**src/hdl/dshs_defs_defs.svh**
```systemverilog
`ifndef DSHS_DEFS_DEFS_SVH
`define DSHS_DEFS_DEFS_SVH

// ****************************************************************
// Clock and filter timing
// ****************************************************************
`define DSHS_CLK_PERIOD_PS 25000
`define DSHS_BRK_FILTER_NS 20000
`define DSHS_AUX_CLEAR_NS 3500
// Cycles that a level must persist to last strictly longer than ns
`define DSHS_NS_GT_CYC(ns) \
	((((ns) * 1000) + `DSHS_CLK_PERIOD_PS - 1) / `DSHS_CLK_PERIOD_PS + 1)

// ****************************************************************
// Synchronised input vector field positions
// ****************************************************************
`define DSHS_IN_CARD 0
`define DSHS_IN_MREQ 1
`define DSHS_IN_MRST 2
`define DSHS_IN_AREQ 3
`define DSHS_IN_ARST 4
`define DSHS_IN_FORCE 5
`define DSHS_IN_UVH 6
`define DSHS_IN_UVL 7
`define DSHS_IN_UVA 8
`define DSHS_IN_OCH 9
`define DSHS_IN_OCL 10
`define DSHS_IN_OCA 11
`define DSHS_IN_TEMP 12
`define DSHS_IN_PGH 13
`define DSHS_IN_PGL 14
`define DSHS_IN_PGA 15
`define DSHS_IN_W 16

// ****************************************************************
// Reset values
// ****************************************************************
`define DSHS_RST_OFF 1'b0
`define DSHS_RST_DISCH 1'b1
`define DSHS_RST_FLAG_N 1'b1

`endif

```
**src/hdl/dshs_pkg.sv**
```systemverilog
package dshs_pkg;

	// Gate drive mode of one external main switch
	typedef enum logic [1:0]
	{
		DSHS_GATE_CHARGE = 2'b00,
		DSHS_GATE_WEAK = 2'b01,
		DSHS_GATE_STRONG = 2'b10
	} dshs_gate_mode_t;

endpackage : dshs_pkg

```
**src/hdl/dshs_persist_timer.sv**
```systemverilog
`timescale 1ns/1ps
`default_nettype none

// Qualifies a level once it has stayed high for more than LIMIT cycles
module dshs_persist_timer
	import dshs_pkg::*;
#(
	parameter int LIMIT = 801
)
(
	// Clock and reset
	input wire logic clk,
	input wire logic rst,
	// Level to qualify
	input wire logic level,
	// Qualified level
	output logic qualified
);

	localparam int CW = $clog2(LIMIT + 1);
	localparam logic [CW-1:0] CNT_MAX = CW'(LIMIT);

	logic [CW-1:0] cnt_q, cnt_d;
	logic qual_q, qual_d;

	// Any drop of the level restarts the count, so only unbroken runs count
	always_comb
	begin
		cnt_d = cnt_q;
		qual_d = 1'b0;
		if (!level)
			cnt_d = '0;
		else if (cnt_q != CNT_MAX)
			cnt_d = cnt_q + CW'(1);
		if (level && (cnt_q == CNT_MAX))
			qual_d = 1'b1;
	end

	// Count and output registers
	always_ff @(posedge clk)
	begin
		if (rst)
		begin
			cnt_q <= '0;
			qual_q <= 1'b0;
		end
		else
		begin
			cnt_q <= cnt_d;
			qual_q <= qual_d;
		end
	end

	assign qualified = qual_q;

endmodule : dshs_persist_timer

`default_nettype wire

```
**src/hdl/dshs_slot_ctrl.sv**
```systemverilog
`timescale 1ns/1ps
`default_nettype none
`include "dshs_defs_defs.svh"

module dshs_slot_ctrl
	import dshs_pkg::*;
#(
	parameter int NUM_SLOTS = 2,
	parameter int BRK_FILTER_CYCLES = `DSHS_NS_GT_CYC(`DSHS_BRK_FILTER_NS),
	parameter int AUX_CLEAR_CYCLES = `DSHS_NS_GT_CYC(`DSHS_AUX_CLEAR_NS)
)
(
	// Clock and reset
	input wire logic clk,
	input wire logic rst,
	// Device supply lockout comparator
	input wire logic deviceSupplyLow,
	// Slot presence and commands
	input wire logic [NUM_SLOTS-1:0] cardAbsent,
	input wire logic [NUM_SLOTS-1:0] mainPowerRequest,
	input wire logic [NUM_SLOTS-1:0] mainRequestReset,
	input wire logic [NUM_SLOTS-1:0] auxPowerRequest,
	input wire logic [NUM_SLOTS-1:0] auxRequestReset,
	input wire logic [NUM_SLOTS-1:0] forceAllSwitches,
	// Input supply undervoltage comparators
	input wire logic [NUM_SLOTS-1:0] highRailInputLow,
	input wire logic [NUM_SLOTS-1:0] lowRailInputLow,
	input wire logic [NUM_SLOTS-1:0] standbyRailInputLow,
	// Breaker and temperature comparators
	input wire logic [NUM_SLOTS-1:0] highRailOverCurrent,
	input wire logic [NUM_SLOTS-1:0] lowRailOverCurrent,
	input wire logic [NUM_SLOTS-1:0] standbyRailOverCurrent,
	input wire logic [NUM_SLOTS-1:0] overTemp,
	// Output good comparators
	input wire logic [NUM_SLOTS-1:0] highRailOutputGood,
	input wire logic [NUM_SLOTS-1:0] lowRailOutputGood,
	input wire logic [NUM_SLOTS-1:0] standbyRailOutputGood,
	// Switch enables
	output logic [NUM_SLOTS-1:0] highRailGateDrive,
	output logic [NUM_SLOTS-1:0] lowRailGateDrive,
	output logic [NUM_SLOTS-1:0] standbyRailSwitch,
	// Gate pulldown modes
	output logic [NUM_SLOTS-1:0][1:0] highRailGateMode,
	output logic [NUM_SLOTS-1:0][1:0] lowRailGateMode,
	// Output discharge enables
	output logic [NUM_SLOTS-1:0] highRailDischarge,
	output logic [NUM_SLOTS-1:0] lowRailDischarge,
	output logic [NUM_SLOTS-1:0] standbyRailDischarge,
	// Status flags, active low
	output logic [NUM_SLOTS-1:0] mainTripFlag_n,
	output logic [NUM_SLOTS-1:0] auxTripFlag_n,
	output logic [NUM_SLOTS-1:0] mainSupplyOk_n,
	output logic [NUM_SLOTS-1:0] auxSupplyOk_n
);

	// ****************************************************************
	// Helpers
	// ****************************************************************

	// Gate mode decode shared by both main rails
	function automatic dshs_gate_mode_t gateMode(input logic on,
		input logic tripped);
		if (on)
			return DSHS_GATE_CHARGE;
		if (tripped)
			return DSHS_GATE_STRONG;
		return DSHS_GATE_WEAK;
	endfunction : gateMode

	// ****************************************************************
	// Device supply lockout synchroniser
	// ****************************************************************
	logic devMeta_q, devMeta_d, devLow_q, devLow_d;

	// Second flop alone reads the first
	always_comb
	begin
		devMeta_d = deviceSupplyLow;
		devLow_d = devMeta_q;
	end

	// Lockout is assumed active while in reset
	always_ff @(posedge clk)
	begin
		if (rst)
		begin
			devMeta_q <= 1'b1;
			devLow_q <= 1'b1;
		end
		else
		begin
			devMeta_q <= devMeta_d;
			devLow_q <= devLow_d;
		end
	end

	// ****************************************************************
	// Per slot control
	// ****************************************************************
	genvar s;
	generate
		for (s = 0; s < NUM_SLOTS; s = s + 1)
		begin : g_slot
			logic [`DSHS_IN_W-1:0] raw, meta_q, meta_d, in_q, in_d;
			logic mainArm_q, mainArm_d, auxArm_q, auxArm_d;
			logic mainFault_q, mainFault_d, aux_trip_flag_n_q, aux_trip_flag_n_d;
			logic mReqPrev_q, mReqPrev_d, aReqPrev_q, aReqPrev_d;
			logic hGate_q, hGate_d, aSw_q, aSw_d;
			logic [1:0] hMode_q, hMode_d;
			logic hDis_q, hDis_d, aDis_q, aDis_d;
			logic mFlag_q, mFlag_d, aFlag_q, aFlag_d;
			logic mOk_q, mOk_d, aOk_q, aOk_d;
			logic ocHighQual, ocLowQual, ocAuxQual, auxClearQual;
			logic forceOn, mainTrip, auxTrip, mainSw, auxSw;

			// Gather the pins of this slot into one vector
			always_comb
			begin
				raw = '0;
				raw[`DSHS_IN_CARD] = cardAbsent[s];
				raw[`DSHS_IN_MREQ] = mainPowerRequest[s];
				raw[`DSHS_IN_MRST] = mainRequestReset[s];
				raw[`DSHS_IN_AREQ] = auxPowerRequest[s];
				raw[`DSHS_IN_ARST] = auxRequestReset[s];
				raw[`DSHS_IN_FORCE] = forceAllSwitches[s];
				raw[`DSHS_IN_UVH] = highRailInputLow[s];
				raw[`DSHS_IN_UVL] = lowRailInputLow[s];
				raw[`DSHS_IN_UVA] = standbyRailInputLow[s];
				raw[`DSHS_IN_OCH] = highRailOverCurrent[s];
				raw[`DSHS_IN_OCL] = lowRailOverCurrent[s];
				raw[`DSHS_IN_OCA] = standbyRailOverCurrent[s];
				raw[`DSHS_IN_TEMP] = overTemp[s];
				raw[`DSHS_IN_PGH] = highRailOutputGood[s];
				raw[`DSHS_IN_PGL] = lowRailOutputGood[s];
				raw[`DSHS_IN_PGA] = standbyRailOutputGood[s];
				meta_d = raw;
				in_d = meta_q;
			end

			// Two flop synchroniser for every pin of the slot
			always_ff @(posedge clk)
			begin
				if (rst)
				begin
					meta_q <= '0;
					in_q <= '0;
				end
				else
				begin
					meta_q <= meta_d;
					in_q <= in_d;
				end
			end

			assign forceOn = in_q[`DSHS_IN_FORCE];

			// Breaker filters only run while the rail is really protected
			dshs_persist_timer #(.LIMIT(BRK_FILTER_CYCLES)) u_ocHigh
			(
				.clk(clk),
				.rst(rst),
				.level(in_q[`DSHS_IN_OCH] && hGate_q && !forceOn),
				.qualified(ocHighQual)
			);
			dshs_persist_timer #(.LIMIT(BRK_FILTER_CYCLES)) u_ocLow
			(
				.clk(clk),
				.rst(rst),
				.level(in_q[`DSHS_IN_OCL] && hGate_q && !forceOn),
				.qualified(ocLowQual)
			);
			dshs_persist_timer #(.LIMIT(BRK_FILTER_CYCLES)) u_ocAux
			(
				.clk(clk),
				.rst(rst),
				.level(in_q[`DSHS_IN_OCA] && aSw_q && !forceOn),
				.qualified(ocAuxQual)
			);
			// Aux fault clear needs an unbroken high on the aux reset input
			dshs_persist_timer #(.LIMIT(AUX_CLEAR_CYCLES)) u_auxClear
			(
				.clk(clk),
				.rst(rst),
				.level(in_q[`DSHS_IN_ARST]),
				.qualified(auxClearQual)
			);

			// Arming, fault latches and registered outputs
			always_comb
			begin
				mReqPrev_d = in_q[`DSHS_IN_MREQ];
				aReqPrev_d = in_q[`DSHS_IN_AREQ];
				mainTrip = ocHighQual || ocLowQual;
				auxTrip = ocAuxQual || in_q[`DSHS_IN_TEMP];
				// Main arming follows request edges, a trip disarms
				mainArm_d = mainArm_q;
				if (in_q[`DSHS_IN_MREQ] && !mReqPrev_q)
					mainArm_d = 1'b1;
				if (!in_q[`DSHS_IN_MREQ] && mReqPrev_q)
					mainArm_d = 1'b0;
				if (mainTrip)
					mainArm_d = 1'b0;
				// A hot die refuses the rising edge, so a cycle is needed
				auxArm_d = auxArm_q;
				if (in_q[`DSHS_IN_AREQ] && !aReqPrev_q
					&& !in_q[`DSHS_IN_TEMP])
					auxArm_d = 1'b1;
				if (!in_q[`DSHS_IN_AREQ] && aReqPrev_q)
					auxArm_d = 1'b0;
				if (auxTrip)
					auxArm_d = 1'b0;
				// Set wins over clear on both latches
				mainFault_d = mainFault_q;
				if (mainTrip)
					mainFault_d = 1'b1;
				else if (in_q[`DSHS_IN_MRST])
					mainFault_d = 1'b0;
				aux_trip_flag_n_d = aux_trip_flag_n_q;
				if (auxTrip)
					aux_trip_flag_n_d = 1'b1;
				else if (auxClearQual)
					aux_trip_flag_n_d = 1'b0;
				// Main path ignores aux faults and the reverse
				mainSw = mainArm_q && !in_q[`DSHS_IN_CARD]
					&& !in_q[`DSHS_IN_UVH]
					&& !in_q[`DSHS_IN_UVL]
					&& !mainFault_q && !mainTrip;
				auxSw = auxArm_q && !in_q[`DSHS_IN_CARD]
					&& !in_q[`DSHS_IN_UVA]
					&& !aux_trip_flag_n_q && !auxTrip;
				if (forceOn)
				begin
					mainSw = 1'b1;
					auxSw = 1'b1;
				end
				hGate_d = mainSw;
				aSw_d = auxSw;
				hMode_d = gateMode(mainSw, mainFault_d);
				hDis_d = !mainSw;
				aDis_d = !auxSw;
				mFlag_d = !mainFault_d;
				aFlag_d = !aux_trip_flag_n_d;
				if (forceOn && in_q[`DSHS_IN_CARD])
					aFlag_d = auxSw;
				mOk_d = !(mainSw && in_q[`DSHS_IN_PGH]
					&& in_q[`DSHS_IN_PGL]
					&& !in_q[`DSHS_IN_CARD] && in_q[`DSHS_IN_MREQ]
					&& !in_q[`DSHS_IN_UVH] && !in_q[`DSHS_IN_UVL]
					&& !devLow_q);
				aOk_d = !(auxSw && in_q[`DSHS_IN_PGA]
					&& !in_q[`DSHS_IN_CARD] && !in_q[`DSHS_IN_TEMP]
					&& in_q[`DSHS_IN_AREQ] && !in_q[`DSHS_IN_UVA]
					&& !devLow_q);
				// Reset and lockout beat everything, force included;
				// a request held through lockout counts as a new edge
				if (rst || devLow_q)
				begin
					mainArm_d = `DSHS_RST_OFF;
					auxArm_d = `DSHS_RST_OFF;
					mainFault_d = `DSHS_RST_OFF;
					aux_trip_flag_n_d = `DSHS_RST_OFF;
					mReqPrev_d = `DSHS_RST_OFF;
					aReqPrev_d = `DSHS_RST_OFF;
					hGate_d = `DSHS_RST_OFF;
					aSw_d = `DSHS_RST_OFF;
					hMode_d = DSHS_GATE_WEAK;
					hDis_d = `DSHS_RST_DISCH;
					aDis_d = `DSHS_RST_DISCH;
					mFlag_d = `DSHS_RST_FLAG_N;
					aFlag_d = `DSHS_RST_FLAG_N;
					mOk_d = `DSHS_RST_FLAG_N;
					aOk_d = `DSHS_RST_FLAG_N;
				end
			end

			// Registers only; reset is folded into the next values
			always_ff @(posedge clk)
			begin
				mainArm_q <= mainArm_d;
				auxArm_q <= auxArm_d;
				mainFault_q <= mainFault_d;
				aux_trip_flag_n_q <= aux_trip_flag_n_d;
				mReqPrev_q <= mReqPrev_d;
				aReqPrev_q <= aReqPrev_d;
				hGate_q <= hGate_d;
				aSw_q <= aSw_d;
				hMode_q <= hMode_d;
				hDis_q <= hDis_d;
				aDis_q <= aDis_d;
				mFlag_q <= mFlag_d;
				aFlag_q <= aFlag_d;
				mOk_q <= mOk_d;
				aOk_q <= aOk_d;
			end

			// Outputs from flops; both main rails share one register set
			assign highRailGateDrive[s] = hGate_q;
			assign lowRailGateDrive[s] = hGate_q;
			assign standbyRailSwitch[s] = aSw_q;
			assign highRailGateMode[s] = hMode_q;
			assign lowRailGateMode[s] = hMode_q;
			assign highRailDischarge[s] = hDis_q;
			assign lowRailDischarge[s] = hDis_q;
			assign standbyRailDischarge[s] = aDis_q;
			assign mainTripFlag_n[s] = mFlag_q;
			assign auxTripFlag_n[s] = aFlag_q;
			assign mainSupplyOk_n[s] = mOk_q;
			assign auxSupplyOk_n[s] = aOk_q;
		end
	endgenerate

endmodule : dshs_slot_ctrl

`default_nettype wire

```
**config.mk**
```make
export PLATFORM = sky130hd
export DESIGN_NAME = dshs_slot_ctrl
export DESIGN_NICKNAME = d
export VERILOG_FILES = /design/src/hdl/dshs_pkg.sv /design/src/hdl/dshs_persist_timer.sv /design/src/hdl/dshs_slot_ctrl.sv
export VERILOG_INCLUDE_DIRS = /design/src /design/src/hdl
export SDC_FILE = /design/constraint.sdc
export NUM_CORES = 1
export LEC_CHECK = 0
export ABC_CLOCK_PERIOD_IN_PS = 1380
export BUFFER_PORTS_ARGS = -buffer_cell sky130_fd_sc_hd__buf_2
export CAP_MARGIN = 25
export CELL_PAD_IN_SITES_DETAIL_PLACEMENT = 1
export CELL_PAD_IN_SITES_GLOBAL_PLACEMENT = 2
export CORE_ASPECT_RATIO = 1.25
export CORE_MARGIN = 2
export CORE_UTILIZATION = 34
export CTS_CLUSTER_DIAMETER = 60
export DETAILED_ROUTE_END_ITERATION = 6
export PLACE_DENSITY_LB_ADDON = 0.1
export RECOVER_POWER = 50
export SETUP_SLACK_MARGIN = 0.1
export SLEW_MARGIN = 20
export SYNTH_ARGS = -nofsm -noshare
export SYNTH_HDL_FRONTEND = slang
export SYNTH_HIERARCHICAL = 1
export SYNTH_SLANG_ARGS = --single-unit
export TNS_END_PERCENT = 1
```
**constraint.sdc**
```tcl
create_clock -name clk -period 1.38 [get_ports clk]
set_input_delay 0.069 -clock clk [delete_from_list [all_inputs] [get_ports clk]]
set_output_delay 0.069 -clock clk [all_outputs]
set_load 0.01 [all_outputs]
```
==> results of run 1 <==
-- worst max-delay path, cell delays in order, from the launching register on --
cell and delay, ns:
sky130_fd_sc_hd__dfxtp_4 0.36, sky130_fd_sc_hd__inv_4 0.06, sky130_fd_sc_hd__ha_4 0.11, sky130_fd_sc_hd__and4bb_2 0.23, sky130_fd_sc_hd__and3_4 0.22, sky130_fd_sc_hd__mux2_4 0.30
-- report_power, final --
part	total, mW	leakage [nW]	internal [mW]	switching (mW)
logic	0.309	1.57	0.184	0.125
registers	5.36	1.50	5.32	0.0351
clock network	5.02	0.306	2.99	2.03
-- registers in the layout (all words and copies together) (netlist names), 4 cells and up --
name,flops
g_slot.in_d,32
g_slot.u_ocHigh/cnt_q,20
g_slot.u_ocAux/cnt_q,20
g_slot.u_auxClear/cnt_q,16
g_slot.u_ocLow/cnt_q,20
g_slot.hMode_q,4
g_slot.in_q,32
-- worst paths after layout --
kind	to
setup reg to reg	g_slot[0].u_ocAux/cnt_q[0]
hold / removal	g_slot[0].hDis_q
setup / recovery	g_slot[0].u_ocAux/cnt_q[0]
hold reg to reg	g_slot[0].mOk_q
-- cells in the mapped netlist, types with 4 or more instances --
| cell type | n |
|---|---|
| sky130_fd_sc_hd__or3_1 | 20 |
| sky130_fd_sc_hd__a211oi_1 | 6 |
| sky130_fd_sc_hd__nor4b_2 | 4 |
| sky130_fd_sc_hd__inv_1 | 30 |
| sky130_fd_sc_hd__buf_4 | 24 |
| sky130_fd_sc_hd__o21ai_0 | 24 |
| sky130_fd_sc_hd__nor3_1 | 16 |
| sky130_fd_sc_hd__or3_2 | 6 |
| sky130_fd_sc_hd__maj3_1 | 4 |
| sky130_fd_sc_hd__a21oi_1 | 46 |
| sky130_fd_sc_hd__or4_1 | 12 |
| sky130_fd_sc_hd__mux2_2 | 6 |
| sky130_fd_sc_hd__nand3_1 | 22 |
| sky130_fd_sc_hd__and3b_1 | 4 |
| sky130_fd_sc_hd__and3_1 | 10 |
| sky130_fd_sc_hd__dfxtp_1 | 182 |
| sky130_fd_sc_hd__and4bb_2 | 8 |
| sky130_fd_sc_hd__nor4b_1 | 4 |
| sky130_fd_sc_hd__and2b_2 | 6 |
| sky130_fd_sc_hd__nand3_2 | 6 |
| sky130_fd_sc_hd__ha_1 | 16 |
| sky130_fd_sc_hd__nor2b_1 | 74 |
| sky130_fd_sc_hd__xnor2_1 | 8 |
| sky130_fd_sc_hd__nor2_1 | 24 |
| sky130_fd_sc_hd__clkbuf_1 | 8 |
| sky130_fd_sc_hd__nand4_1 | 18 |
| sky130_fd_sc_hd__nand2b_1 | 14 |
| sky130_fd_sc_hd__o31ai_1 | 14 |
| sky130_fd_sc_hd__xor2_1 | 12 |
| sky130_fd_sc_hd__and2_1 | 18 |
| sky130_fd_sc_hd__a31oi_1 | 8 |
| sky130_fd_sc_hd__nor3b_1 | 6 |
| sky130_fd_sc_hd__buf_2 | 7 |
| sky130_fd_sc_hd__nand2_1 | 24 |
-- final cells by class --
cell class	instances	area (um2)	area share, %
Sequential cell	182	3717	40.50
Multi-Input combinational cell	458	3298	35.94
Timing Repair Buffer	158	1081	11.78
Clock buffer	20	466.7	5.085
Tap cell	274	342.8	3.736
Clock inverter	11	148.9	1.622
Inverter	30	122.6	1.336
-- per-layer routing --
metal,part of all wire [%],vias up,wire length (um)
met4,1.1,0,172
met2,53,57,8587
met5,0,-,0
met1,44,2585,7185
met3,2.1,13,342
li1,-,2719,-
-- timing repair --
action / CTS / global route
endpoints found under the setup margin: 48 / 69
setup buffers: 5 / 9
gates resized for setup: 37 / 44
hold endpoints to repair: 33 / 0
pin swaps: 17 / 21
hold buffers: 33 / 0
-- logic make-up (layout without fill, tap and decap cells) --
family	count (synthesis)	in the layout	synth area share (%)
and+or+nand+nor	302	302	26.90
DFF	182	182	51.53
muxes	8	8	1.239
xor gates and xnor gates	20	20	2.477
buffers and inverters	73	219	5.397
AOI/OAI and AO/OA	108	108	9.060
adders and majority gates	20	20	3.398
-- through the flow --
step / total power [mW] / util, % / setup TNS (ns) / hold slack, ns
6_report: 10.69 / 44.56 / -0.07636 / 0.002811
2_1_floorplan: 5.621 / - / 0 / 0.1728
3_5_place_dp: 5.750 / 38.38 / -0.06551 / 0.2601
5_1_grt: 11.09 / 44.56 / -0.6130 / 0.008635
3_3_place_gp: 5.744 / 38.38 / 0 / 0.2555
4_1_cts: 10.89 / 43.73 / -0.06201 / 0.02518
==> metrics.log, run 1 <==
INFO  metric status = complete, but fails checks
INFO  metric failed_checks = negative setup slack
INFO  metric cts_tree = built
INFO  metric met2_usage = 28.05%
INFO  metric grt_antenna_before_repair = 0
INFO  metric setup_repair_after_global_routing_missed_its_margin = yes
INFO  metric first_iter_violations = 133
INFO  metric startpoint_types = flip-flop
INFO  metric pwr_density_cell = 1165 nW/um2
INFO  metric gr-max-usage-layer = met2
INFO  metric drt_pre_antenna_iters = 4
INFO  metric cap_violations = 0
INFO  metric reg2reg_setup_slack = -0.02 ns
INFO  metric worst_hold_startpoint = rst
INFO  metric clock_tree.root_cell = sky130_fd_sc_hd__clkbuf_16
INFO  metric worst-endpoint-required = 1.69 ns
INFO  metric final_max_slew_viol_count = 0
INFO  metric cp_arrival = 1.71 ns
INFO  metric die_x = 133.0 um
INFO  metric yosysSeqAreaShare = 51.53%
INFO  metric timing.critical_path.fanout_max = 5
INFO  metric criticalPathCategory = flip-flop to flip-flop
INFO  metric power.ir.vdd_worst = 0.8200 mV
INFO  metric netlist-cell-type-count = 47
INFO  metric final_period_minus_worst_setup_slack = 1.400 ns
INFO  metric fillers = 2318
INFO  metric setup_ws = -0.02018 ns
INFO  metric dp_hpwl = 11610 um
INFO  metric track_usage = 15.04%
INFO  metric hold-path-cell-count = 3
INFO  metric worstHoldPathType = input pin to flip-flop
INFO  metric top_cell_type_by_total_area_after_synthesis = sky130_fd_sc_hd__dfxtp_1
INFO  metric finish.net_count = 898
INFO  metric instances_no_fill = 1133
INFO  metric mappedNetlistArea = 7071 um2
INFO  metric synth_seq_cells = 182
INFO  metric finalInstanceArea = 9178 um2
INFO  metric final-setup-viol-count = 7
INFO  metric numPlacedInstances = 1055
INFO  metric cts.sink_count = 182
INFO  metric start_point_of_the_critical_path = g_slot[0].u_ocAux/cnt_q[1]
INFO  metric most-common-layout-cells = sky130_fd_sc_hd__dfxtp_1 (149), sky130_fd_sc_hd__nor2b_1 (74), sky130_fd_sc_hd__buf_4 (58), sky130_fd_sc_hd__a21oi_1 (40), sky130_fd_sc_hd__buf_2 (35)
INFO  metric layout-area-overhead-vs-synth = 29.80%
INFO  metric critical_path.endpoint_type = flip-flop
INFO  metric tritoncts.num_buffers = 17
INFO  metric synthArstFlopShare = 0%
INFO  metric boundaryPins = 63
INFO  metric fmax = 714.2 MHz
INFO  metric total_core_area = 20600 um2
INFO  metric groute.layer.met3.usage = 2.991%
INFO  metric place.port_buffers = 62
INFO  metric tightest_slew = 0.6505 ns
INFO  metric r2r.worst_path.cells = 5
INFO  metric layout.cells.most_common = sky130_fd_sc_hd__dfxtp_1
INFO  metric postSynthAreaPerCell = 9.917 um2
INFO  metric worstReg2RegStart = g_slot[0].u_ocAux/cnt_q[1]
INFO  metric yosys-top-cells-area = sky130_fd_sc_hd__dfxtp_1 (52%), sky130_fd_sc_hd__nor2b_1 (6.5%), sky130_fd_sc_hd__a21oi_1 (3.3%)
INFO  metric yosysWarnings = 6
INFO  metric synth_enable_flop_cells = 0
INFO  metric worstSkewPairLatency = 0.42 ns
INFO  metric drc = 0
INFO  metric drtAntennaViolNets = 0
INFO  metric timing_hold_violations_final = 0
INFO  metric die_area = 21970 um2
INFO  metric grt_first_pass_wirelength = 26480 um
INFO  metric static-leakage-power = 3.374 nW
INFO  metric htree_levels = 4
INFO  metric cts-root-to-sink-buffers = 2
INFO  metric drt-vias-per-instance = 4.743
INFO  metric first_global_vias = 5523
INFO  metric synthDominantCellAreaShare = 51.53%
INFO  metric netlist_instances = 713
INFO  metric antenna_cells_inserted = 0
INFO  metric fin_crit_sh = 101.5%
INFO  metric effective_utilization_at_floorplan = 34.33%
INFO  metric clkSlewWorstSetupHoldPaths = 0.07 ns
INFO  metric fp-row-count = 59
INFO  metric finalClockSkew = 0.007820 ns
INFO  metric post_dp_cell_area = 7904 um2
INFO  metric top_reg_cell_synth = sky130_fd_sc_hd__dfxtp_1
INFO  metric detail_route.wl_per_cell = 14.38 um
INFO  metric global_route.usage.met1 = 17.23%
INFO  metric routabilityCongestion = 0.7612
INFO  metric die_height = 165.2 um
INFO  metric dpl_worst_slack = -0.02881 ns
INFO  metric post_route_cells_drive_above_1_share = 28.87%
INFO  metric vias = 5374
INFO  metric max_slew_margin = 56.63%
INFO  metric grt_max_degree = 36
INFO  metric syn_nets = 764
INFO  metric global_route.overflow_total = 0
INFO  metric route.final.wire_length = 16290 um
Note: power is estimated with default switching activity, not from simulation.
==> run 2: changes to the inputs <==
--- a/config.mk
+++ b/config.mk
@@ -17,7 +17,7 @@
 export CTS_CLUSTER_DIAMETER = 60
 export DETAILED_ROUTE_END_ITERATION = 6
 export PLACE_DENSITY_LB_ADDON = 0.1
-export RECOVER_POWER = 50
+export RECOVER_POWER = 100
 export SETUP_SLACK_MARGIN = 0.1
 export SLEW_MARGIN = 20
 export SYNTH_ARGS = -nofsm -noshare
==> metrics.log, run 2 (synthesized netlist as in run 1, its figures left out) <==
INFO  metric status = complete, but fails checks
INFO  metric failed_checks = negative setup slack
INFO  metric r2r.worst_path.cells = 5 (unchanged)
INFO  metric finish.net_count = 898 (unchanged)
INFO  metric fmax = 714.8 MHz (about the same)
INFO  metric worstSkewPairLatency = 0.42 ns (about the same)
INFO  metric layout-area-overhead-vs-synth = 28.93%
INFO  metric pwr_density_cell = 1171 nW/um2 (+0.57%)
INFO  metric final_max_slew_viol_count = 0 (unchanged)
INFO  metric die_area = 21970 um2 (unchanged)
INFO  metric grt_max_degree = 36 (unchanged)
INFO  metric setup_repair_after_global_routing_missed_its_margin = yes
INFO  metric dpl_worst_slack = -0.02881 ns (unchanged)
INFO  metric dp_hpwl = 11610 um (unchanged)
INFO  metric static-leakage-power = 3.332 nW (-1.2%)
INFO  metric max_slew_margin = 56.67% (about the same)
INFO  metric reg2reg_setup_slack = -0.02 ns (about the same)
INFO  metric effective_utilization_at_floorplan = 34.33% (unchanged)
INFO  metric hold_ws = 0.006758 ns (+0.003947 ns)
INFO  metric boundaryPins = 63 (unchanged)
INFO  metric power.ir.vdd_worst = 0.8186 mV (-0.17%)
INFO  metric most-common-layout-cells = sky130_fd_sc_hd__dfxtp_1 (149), sky130_fd_sc_hd__nor2b_1 (74), sky130_fd_sc_hd__buf_4 (48), sky130_fd_sc_hd__a21oi_1 (42), sky130_fd_sc_hd__clkbuf_1 (36)
INFO  metric post_dp_cell_area = 7904 um2 (unchanged)
INFO  metric met3WireLength = 346 um (+1.2%)
INFO  metric post_route_cells_drive_above_1_share = 27.36% (-1.5 points)
INFO  metric cap_violations = 0 (unchanged)
INFO  metric wl_met1 = 7215 um (+0.42%)
INFO  metric first_iter_violations = 106 (-20%)
INFO  metric cp_arrival = 1.70 ns (about the same)
INFO  metric place.port_buffers = 62 (unchanged)
INFO  metric instances_no_fill = 1133 (unchanged)
INFO  metric worst-endpoint-required = 1.69 ns (about the same)
INFO  metric cts_tree = built
INFO  metric numPlacedInstances = 1055 (unchanged)
INFO  metric uppermost_layer_routed = met4
INFO  metric drc = 0 (unchanged)
INFO  metric detail_route.wl_per_cell = 14.37 um (about the same)
INFO  metric vias = 5371 (-0.056%)
INFO  metric tightest_slew = 0.6499 ns (-0.0006115 ns)
INFO  metric startpoint_types = flip-flop
INFO  metric cts.sink_count = 182 (unchanged)
INFO  metric criticalPathCategory = flip-flop to flip-flop
INFO  metric grt_first_pass_wirelength = 26480 um (unchanged)
INFO  metric finalClockSkew = 0.007840 ns (+0.00002056 ns)
INFO  metric fin_crit_sh = 101.4% (about the same)
INFO  metric clkSlewWorstSetupHoldPaths = 0.07 ns (about the same)
INFO  metric antenna_cells_inserted = 0 (unchanged)
INFO  metric met2_wirelength = 8527 um (-0.70%)
INFO  metric final-setup-viol-count = 7 (unchanged)
INFO  metric timing.critical_path.fanout_max = 5 (unchanged)
INFO  metric timing_hold_violations_final = 0 (unchanged)
INFO  metric setup_tns = -0.07453 ns (+0.001830 ns)
INFO  metric finalInstanceArea = 9116 um2 (-0.67%)
INFO  metric worstHoldPathType = input pin to flip-flop
INFO  metric hold-path-cell-count = 3 (unchanged)
INFO  metric drtAntennaViolNets = 0 (unchanged)
INFO  metric route.final.wire_length = 16280 um (about the same)
INFO  metric track_usage = 15.04% (unchanged)
INFO  metric tritoncts.num_buffers = 17 (unchanged)
INFO  metric first_global_vias = 5523 (unchanged)
INFO  metric routabilityCongestion = 0.7612 (unchanged)
INFO  metric fillers = 2332 (+0.60%)
INFO  metric drt_pre_antenna_iters = 4 (unchanged)
INFO  metric die_x = 133.0 um (unchanged)
INFO  metric critical_path.endpoint_type = flip-flop
INFO  metric final_period_minus_worst_setup_slack = 1.399 ns (-0.001211 ns)
INFO  metric htree_levels = 4 (unchanged)
INFO  metric setup_ws = -0.01896 ns (+0.001211 ns)
INFO  metric total_core_area = 20600 um2 (unchanged)
INFO  metric die_height = 165.2 um (unchanged)
INFO  metric grt_antenna_before_repair = 0 (unchanged)
INFO  metric cts-root-to-sink-buffers = 2 (unchanged)
INFO  metric global_route.overflow_total = 0 (unchanged)
INFO  metric drt-vias-per-instance = 4.741 (about the same)
INFO  metric clock_tree.root_cell = sky130_fd_sc_hd__clkbuf_16
INFO  metric fp-row-count = 59 (unchanged)
INFO  metric layout.cells.most_common = sky130_fd_sc_hd__dfxtp_1
==> run 2: changes by cell type in the layout (fill, tap and decap cells not counted), sizes merged <==
cell    change
clkbuf     +14
buf        -14
==> run 2: final timing paths <==
| check | from | endpoint |
|---|---|---|
| worst max-delay path | g_slot[0].u_ocAux/cnt_q[1] | g_slot[0].u_ocAux/cnt_q[0] |
| worst min-delay path | rst | g_slot[0].hDis_q |
| worst max register to register | g_slot[0].u_ocAux/cnt_q[1] | g_slot[0].u_ocAux/cnt_q[0] |
| worst min register to register | g_slot[0].in_q[14] | g_slot[0].mOk_q |
==> run 2: area by class of cell <==
cell class                      instances  area (um2)  area share [%]
Sequential cell                       182        3717           40.78
Multi-Input combinational cell        458        3272           35.89
Timing Repair Buffer                  158        1046           11.47
Clock buffer                           20       466.7           5.119
Tap cell                              274       342.8           3.761
Clock inverter                         11       148.9           1.633
Inverter                               30       122.6           1.345
==> run 2: power breakdown <==
group / internal, mW / total, mW / switching [mW]
Combinational: 0.179 / 0.303 / 0.124
Clock: 2.99 / 5.02 / 2.02
Sequential: 5.32 / 5.36 / 0.0350
Total: 8.50 / 10.7 / 2.18
==> run 2: metal layers <==
metal / GRT usage [%] / vias up
met3: 2.991 / 16
met1: 17.23 / 2581
met4: 4.839 / 0
met2: 28.05 / 58
met5: 0 / -
li1: - / 2716
==> run 2: repair_timing <==
item / CTS / global route
hold buffers: 33 / 0
setup endpoints to repair: 48 / 69
endpoints found under the hold margin: 33 / 0
pin swaps: 17 / 21
gates resized for setup: 37 / 44
buffers inserted: 5 / 9
==> run 2: per-stage QoR <==
step / total power [mW] / utilization, %
global route: 11.08 / 44.26
finish: 10.68 / 44.26
floorplan: 5.621 / -
detailed placement: 5.750 / 38.38
CTS: 10.89 / 43.73
global placement: 5.744 / 38.38
==> run 2: worst max-delay path, stage by stage (launching register included) <==
cell and delay, ns:
sky130_fd_sc_hd__dfxtp_4 0.36, sky130_fd_sc_hd__inv_4 0.06, sky130_fd_sc_hd__ha_4 0.11, sky130_fd_sc_hd__and4bb_2 0.23
sky130_fd_sc_hd__and3_4 0.22, sky130_fd_sc_hd__mux2_4 0.30
